[src/link_wake_regs.vh]
// Constants for the link wake notifier: timing figures, square-wave period and power class limits.
// Assumes a 100 MHz core clock; included by the notifier design file by bare name.
`ifndef LINK_WAKE_REGS_VH
`define LINK_WAKE_REGS_VH

// Core clock period in ns
`define CLK_PERIOD_NS 10
// Power-up wake time in ns and its cycle count (rounded down, a longest time)
`define POWERUP_WAKE_NS 167000
`define POWERUP_WAKE_CYC (`POWERUP_WAKE_NS / `CLK_PERIOD_NS)
// Low time on power status before it is judged inactive, in ns, and in cycles (rounded up)
`define PS_RESET_NS 2600
`define PS_RESET_CYC ((`PS_RESET_NS + `CLK_PERIOD_NS - 1) / `CLK_PERIOD_NS)
// Half period of the wake square wave, in cycles
`define WAKE_HALF_CYC 16
// Highest power class that requests the power-up wake pulse
`define PCLASS_WAKE_MAX 3'h4
// Reset value of the wake output
`define WAKE_RST 1'h0

`endif

[src/power_status_filter.v]
// Low-time filter for the link power status input.
// Assumes the input is already synchronised to mclk.
`timescale 1ns/100ps
`default_nettype none
module power_status_filter #(
	parameter LOW_CYC = 260
)
(
	input wire mclk,
	input wire srst,
	input wire status_sync,
	output reg status_active_r
);
	reg [31:0] low_cnt_r;

	// Count low cycles; declare inactive only after more than LOW_CYC of them
	always @(posedge mclk)
	begin
		if (srst)
		begin
			low_cnt_r <= 32'h0;
			status_active_r <= 1'b0;
		end
		else if (status_sync)
		begin
			low_cnt_r <= 32'h0;
			status_active_r <= 1'b1;
		end
		else if (low_cnt_r > LOW_CYC)
			status_active_r <= 1'b0;
		else
			low_cnt_r <= low_cnt_r + 32'h1;
	end
endmodule
`default_nettype wire

[src/link_wake_notifier.v]
// Wake notification toward the link-layer controller.
// Assumes pins (power status, straps) are asynchronous; packet, interrupt, bus reset and
// control bit arrive as mclk-domain signals from the physical-layer logic.
`include "link_wake_regs.vh"
`timescale 1ns/100ps
`default_nettype none
module link_wake_notifier #(
	parameter POWERUP_CYC = `POWERUP_WAKE_CYC,
	parameter HALF_CYC = `WAKE_HALF_CYC,
	parameter PS_LOW_CYC = `PS_RESET_CYC
)
(
	input wire mclk,
	input wire srst,
	input wire link_power_status_in,
	input wire link_control_bit,
	input wire power_class_strap_bit0,
	input wire power_class_strap_bit1,
	input wire power_class_strap_bit2,
	input wire link_on_packet,
	input wire phy_interrupt,
	input wire interrupt_wake_enable,
	input wire bus_reset,
	output reg link_wake_out,
	output reg link_active_r,
	output reg [2:0] power_class_r
);
	localparam ST_IDLE = 3'h1;
	localparam ST_WAKE = 3'h2;
	localparam ST_POWERUP = 3'h4;

	reg ps_meta_r;
	reg ps_sync_r;
	reg [2:0] pc_meta_r;
	reg [2:0] pc_sync_r;
	reg [1:0] strap_wait_r;
	reg strap_taken_r;
	reg [2:0] state_r;
	reg [2:0] state_nxt;
	reg [31:0] pu_cnt_r;
	reg [15:0] half_cnt_r;
	reg wave_r;
	reg int_pending_r;
	wire ps_active;
	wire link_active;
	wire wake_event;
	wire half_done;
	wire [2:0] strap_pins;
	wire strap_ready;

	// Two-stage synchroniser for the power status pin
	always @(posedge mclk)
	begin
		if (srst)
		begin
			ps_meta_r <= 1'b0;
			ps_sync_r <= 1'b0;
		end
		else
		begin
			ps_meta_r <= link_power_status_in;
			ps_sync_r <= ps_meta_r;
		end
	end

	// Strap pins gathered as one three-bit class value
	assign strap_pins = {power_class_strap_bit2, power_class_strap_bit1, power_class_strap_bit0};

	// Two-stage synchroniser per strap bit; only the second stage is read
	genvar gi;
	generate
		for (gi = 0; gi < 3; gi = gi + 1)
		begin : g_strap_sync
			always @(posedge mclk)
			begin
				if (srst)
				begin
					pc_meta_r[gi] <= 1'b0;
					pc_sync_r[gi] <= 1'b0;
				end
				else
				begin
					pc_meta_r[gi] <= strap_pins[gi];
					pc_sync_r[gi] <= pc_meta_r[gi];
				end
			end
		end
	endgenerate

	// Settle count: the second stage holds the straps two edges after release
	always @(posedge mclk)
	begin
		if (srst)
			strap_wait_r <= 2'h0;
		else if (strap_wait_r != 2'h3)
			strap_wait_r <= strap_wait_r + 2'h1;
	end

	// Straps are valid in the second stage from this count on
	assign strap_ready = (strap_wait_r == 2'h2);

	power_status_filter #(
		.LOW_CYC(PS_LOW_CYC)
	)
	u_ps_filter (
		.mclk(mclk),
		.srst(srst),
		.status_sync(ps_sync_r),
		.status_active_r(ps_active)
	);

	// Link activity and wake-up events
	assign link_active = ps_active & link_control_bit;
	assign wake_event = link_on_packet | (phy_interrupt & interrupt_wake_enable);
	assign half_done = (half_cnt_r >= HALF_CYC[15:0] - 16'h1);

	// Strap capture once after reset release, after synchroniser settles
	always @(posedge mclk)
	begin
		if (srst)
		begin
			strap_taken_r <= 1'b0;
			power_class_r <= 3'h0;
		end
		else if (!strap_taken_r && strap_ready)
		begin
			strap_taken_r <= 1'b1;
			power_class_r <= pc_sync_r;
		end
	end

	// Interrupt condition held while link inactive; set wins over clear
	always @(posedge mclk)
	begin
		if (srst)
			int_pending_r <= 1'b0;
		else if (phy_interrupt & interrupt_wake_enable)
			int_pending_r <= 1'b1;
		else if (link_active)
			int_pending_r <= 1'b0;
	end

	// Next state
	always @*
	begin
		state_nxt = state_r;
		case (state_r)
			ST_IDLE:
			begin
				if (!strap_taken_r && strap_ready && pc_sync_r <= `PCLASS_WAKE_MAX && !link_active)
					state_nxt = ST_POWERUP;
				else if (!link_active && wake_event)
					state_nxt = ST_WAKE;
			end
			ST_WAKE:
			begin
				if (link_active)
					state_nxt = ST_IDLE;
				else if (bus_reset && !int_pending_r && !wake_event)
					state_nxt = ST_IDLE;
			end
			ST_POWERUP:
			begin
				if (link_active || pu_cnt_r >= POWERUP_CYC - 1)
					state_nxt = ST_IDLE;
				else if (bus_reset && !int_pending_r)
					state_nxt = ST_IDLE;
			end
			default:
				state_nxt = ST_IDLE;
		endcase
	end

	// Registered view of link activity
	always @(posedge mclk)
	begin
		if (srst)
			link_active_r <= 1'b0;
		else
			link_active_r <= link_active;
	end

	// Power-up wake timer, counts only while in the power-up state
	always @(posedge mclk)
	begin
		if (srst)
			pu_cnt_r <= 32'h0;
		else if (state_r == ST_POWERUP)
			pu_cnt_r <= pu_cnt_r + 32'h1;
		else
			pu_cnt_r <= 32'h0;
	end

	// State and square wave
	always @(posedge mclk)
	begin
		if (srst)
		begin
			state_r <= ST_IDLE;
			half_cnt_r <= 16'h0;
			wave_r <= 1'b0;
			link_wake_out <= `WAKE_RST;
		end
		else
		begin
			state_r <= state_nxt;
			if (state_nxt == ST_IDLE)
			begin
				half_cnt_r <= 16'h0;
				wave_r <= 1'b0;
				link_wake_out <= 1'b0;
			end
			else if (state_r == ST_IDLE)
			begin
				half_cnt_r <= 16'h0;
				wave_r <= 1'b1;
				link_wake_out <= 1'b1;
			end
			else if (half_done)
			begin
				half_cnt_r <= 16'h0;
				wave_r <= ~wave_r;
				link_wake_out <= ~wave_r;
			end
			else
			begin
				half_cnt_r <= half_cnt_r + 16'h1;
				link_wake_out <= wave_r;
			end
		end
	end
endmodule
`default_nettype wire

[config.mk]
export PLATFORM = sky130hd
export DESIGN_NAME = link_wake_notifier
export DESIGN_NICKNAME = d
export VERILOG_FILES = /design/src/power_status_filter.v /design/src/link_wake_notifier.v
export VERILOG_INCLUDE_DIRS = /design/src
export SDC_FILE = /design/constraint.sdc
export NUM_CORES = 1
export LEC_CHECK = 0
export ABC_AREA = 0
export BUFFER_PORTS_ARGS = -buffer_cell sky130_fd_sc_hd__buf_2
export CORE_ASPECT_RATIO = 0.5
export CORE_MARGIN = 10
export CORE_UTILIZATION = 45
export CTS_BUF_LIST = sky130_fd_sc_hd__clkbuf_16
export CTS_CLUSTER_SIZE = 20
export DETAILED_ROUTE_END_ITERATION = 8
export GPL_TIMING_DRIVEN = 0
export PLACE_DENSITY = 0.67
export SYNTH_ARGS = -nofsm -noshare
export SYNTH_HDL_FRONTEND = slang
export SYNTH_SLANG_ARGS = --single-unit
export TNS_END_PERCENT = 5
[constraint.sdc]
create_clock -name mclk -period 2.5 [get_ports mclk]
set_clock_uncertainty 0.05 [all_clocks]
set_input_delay 0.5 -clock mclk [delete_from_list [all_inputs] [get_ports mclk]]
set_output_delay 0.5 -clock mclk [all_outputs]
set_load 0.05 [all_outputs]
==> impl_metrics.py <==
metrics = {
    "run_status": {
        "status": "finished clean",
    },
    "sta": {
        "holdWs_ps": 315,
        "rsz0062_at_grt": "no",
        "fmax_mhz": 480,
        "post-route-period-util_pct": 83.4,
        "setup_ws_ps": 415,
        "setup_viol": 0,
        "finalSetupTns_ps": 0,
        "worst_slew_pin_slew_ps": 838,
        "hold_violations": 0,
        "period_needed_ps": 2080,
        "final_max_slew_viol_count": 0,
        "slew_headroom_pct": 43.8,
    },
    "critical_path": {
        "cp-start-kind": "register",
        "crit_type": "reg -> reg",
        "worstSetupEndpointType": "register",
        "crit_required_ps": 2660,
        "cp_data_arrival_time_ps": 2250,
        "crit_fanout": 10,
    },
    "synth": {
        "syn_area_um2": 3840,
        "synth_top_area_share_pct": 52.7,
        "synth-xor-area-share_pct": 9.13,
        "syn_area_per_cell_um2": 9.74,
        "syn-instance-count": 394,
        "ys_types": 43,
        "synth-edff-count": 0,
        "seq_area_frac_synth_pct": 52.7,
        "ys_warn_count": 0,
        "yosys_register_bits": 101,
        "yosys.area_share.adder_pct": 1.96,
        "ys.flop_type": "dfxtp_1",
        "yosys-mux-area-fraction_pct": 1.57,
        "yosys.area_share.simple_pct": 29.2,
        "yosys-top-cells-area": "dfxtp_1 (53%), nor2_1 (6.2%), xor2_1 (5.5%)",
        "synth_top_family_by_area": "simple AND/OR/NAND/NOR gates",
        "synth_compound_area_share_pct": 3.29,
        "async_reset_ff_share_pct": 0,
        "yosysTopAreaCell": "dfxtp_1",
    },
    "global_route": {
        "grtUsageTotal_pct": 11.4,
        "grt_pass1_wl_um": 12100,
        "grt_pass1_vias": 2644,
        "antenna_found_initial": 0,
        "grt_max_degree": 17,
        "grt_overflow_total": 0,
    },
    "cts": {
        "clk_pin_slew_worst_paths_ps": 60,
        "clk_latency_ps": 340,
        "h-tree-depth": 3,
        "hold_buffers": 0,
        "cts_buffer_depth": 2,
        "cts_tree": "done",
        "postCtsSetupBuffers": 0,
        "cts_sinks": 101,
        "clockRootBuffer": "clkbuf_16",
        "cts_buffers": 9,
        "post_cts_resized": 0,
    },
    "placement": {
        "place_congestion": 0.766,
        "pre_cts_ws_ps": 398,
        "dpl.cell_count": 532,
        "dpl.hpwl_um": 4570,
        "io_buffers": 15,
    },
    "finish": {
        "final_cells": 547,
        "diodes": 0,
        "area_growth_pct": 14.3,
        "num-fill-cells": 758,
        "final_cell_mix": "dfxtp_1 (101), nor2_1 (63), xor2_1 (24)",
        "regArea_um2": 2020,
        "fin_nets": 448,
        "multi_input_area_um2": 1780,
        "layout-drive-gt1-share_pct": 10.1,
        "final_common_cell": "dfxtp_1",
    },
    "detailed_routing": {
        "antenna_left": 0,
        "via_count": 2662,
        "wl_um": 6500,
        "vias_per_cell": 4.87,
        "drc": 0,
        "drt_pre_antenna_iters": 4,
        "drt-wirelength-per-cell_um": 11.9,
        "drtIter0Drc": 106,
    },
    "die": {
        "start_util_pct": 47.1,
        "fp.dieW_um": 151,
        "ios": 16,
        "dieHeight_um": 85.3,
        "num_rows": 23,
        "design.core.area_um2": 8140,
        "dieArea_um2": 12800,
    },
    "flow_run": {
        "max_cap_viol_count": 0,
    },
    "pwr": {
        "leakage_nw": 1.68,
        "p_per_area_nw_per_um2": 738,
        "p_total_mw": 3.23,
        "ir_drop_mv": 0.356,
    },
    "worst_hold_path": {
        "hold_class": "in -> reg",
    },
}
## power by group
group,switching [mW],total [mW],internal [mW]
Combinational,0.119,0.195,0.0755
Clock,0.581,1.35,0.770
Sequential,0.0322,1.69,1.66
## through the flow
stage	instance area, um2	utilization [%]
final	4380	53.8
after global placement	4090	50.3
after detailed placement	4090	50.3
after global routing	4380	53.8
after floorplan	3880	-
after CTS	4380	53.8
## area by class of cell
class | instances | area share, %
tap | 112 | 3.20
inverter | 8 | 0.685
timing repair buffer | 15 | 1.71
sequential | 101 | 46.1
buffer | 11 | 1.11
clock buffer | 9 | 5.14
clock inverter | 6 | 1.48
multi-input combinational | 285 | 40.5
## layer usage
layer	vias up	GRT usage, %	share of wire (%)
met5	-	0	0
met4	0	4.43	1.2
met3	8	4.34	2.9
met2	19	17.4	45
met1	1232	14.2	51
li1	1403	-	-
## worst paths after layout
path	slack, ps	to	start	depth (start not counted)
hold reg to reg	380	pc_sync_r[1]$_SDFF_PP0_	pc_meta_r[1]$_SDFF_PP0_	1
hold / removal	310	pc_meta_r[0]$_SDFF_PP0_	power_class_strap_bit0	2
setup reg to reg	420	pu_cnt_r[30]$_SDFF_PP0_	pu_cnt_r[9]$_SDFF_PP0_	6
setup / recovery	420	pu_cnt_r[30]$_SDFF_PP0_	pu_cnt_r[9]$_SDFF_PP0_	6
## worst max-delay path, stage by stage, from the launching register on
cell and delay (ps):
dfxtp_1 420, nand4_1 210, nor4_2 610, buf_2 320, nand4_1 130, xor2_1 170, nor2_1 50
## synthesized netlist by cell type (2+ instances only)
| master | instances |
|---|---|
| nor4_2 | 5 |
| a21oi_1 | 6 |
| inv_1 | 8 |
| and2_1 | 23 |
| dfxtp_1 | 101 |
| mux2i_1 | 6 |
| nand2_1 | 21 |
| nor4_1 | 14 |
| and3_1 | 7 |
| nor2_1 | 63 |
| nor2b_1 | 10 |
| xor2_1 | 24 |
| clkbuf_1 | 8 |
| nand4_1 | 11 |
| and4_1 | 3 |
| and4_2 | 2 |
| o21ai_1 | 2 |
| xnor2_1 | 16 |
| nor3_1 | 9 |
| or4_1 | 2 |
| o21ai_0 | 2 |
| nand3_1 | 19 |
| nand4b_1 | 2 |
| ha_1 | 6 |
| nand2b_1 | 4 |
| a311o_1 | 2 |
| or3_1 | 2 |
## cell families after synthesis
logic type,after synthesis
DFF,101
xor gates and xnor gates,40
buffers and inverters,19
AOI/OAI and AO/OA,18
other,1
muxes,6
and+or+nand+nor,203
adders and majority gates,6
## state kept, by name, indices dropped and copies added, names as in the netlist, 2 cells and up
register / cells
pu_cnt_r: 32
u_ps_filter.low_cnt_r: 32
half_cnt_r: 16
pc_meta_r: 3
pc_sync_r: 3
power_class_r: 3
state_r: 3
strap_wait_r: 2
(Power assumes the default switching activity.)
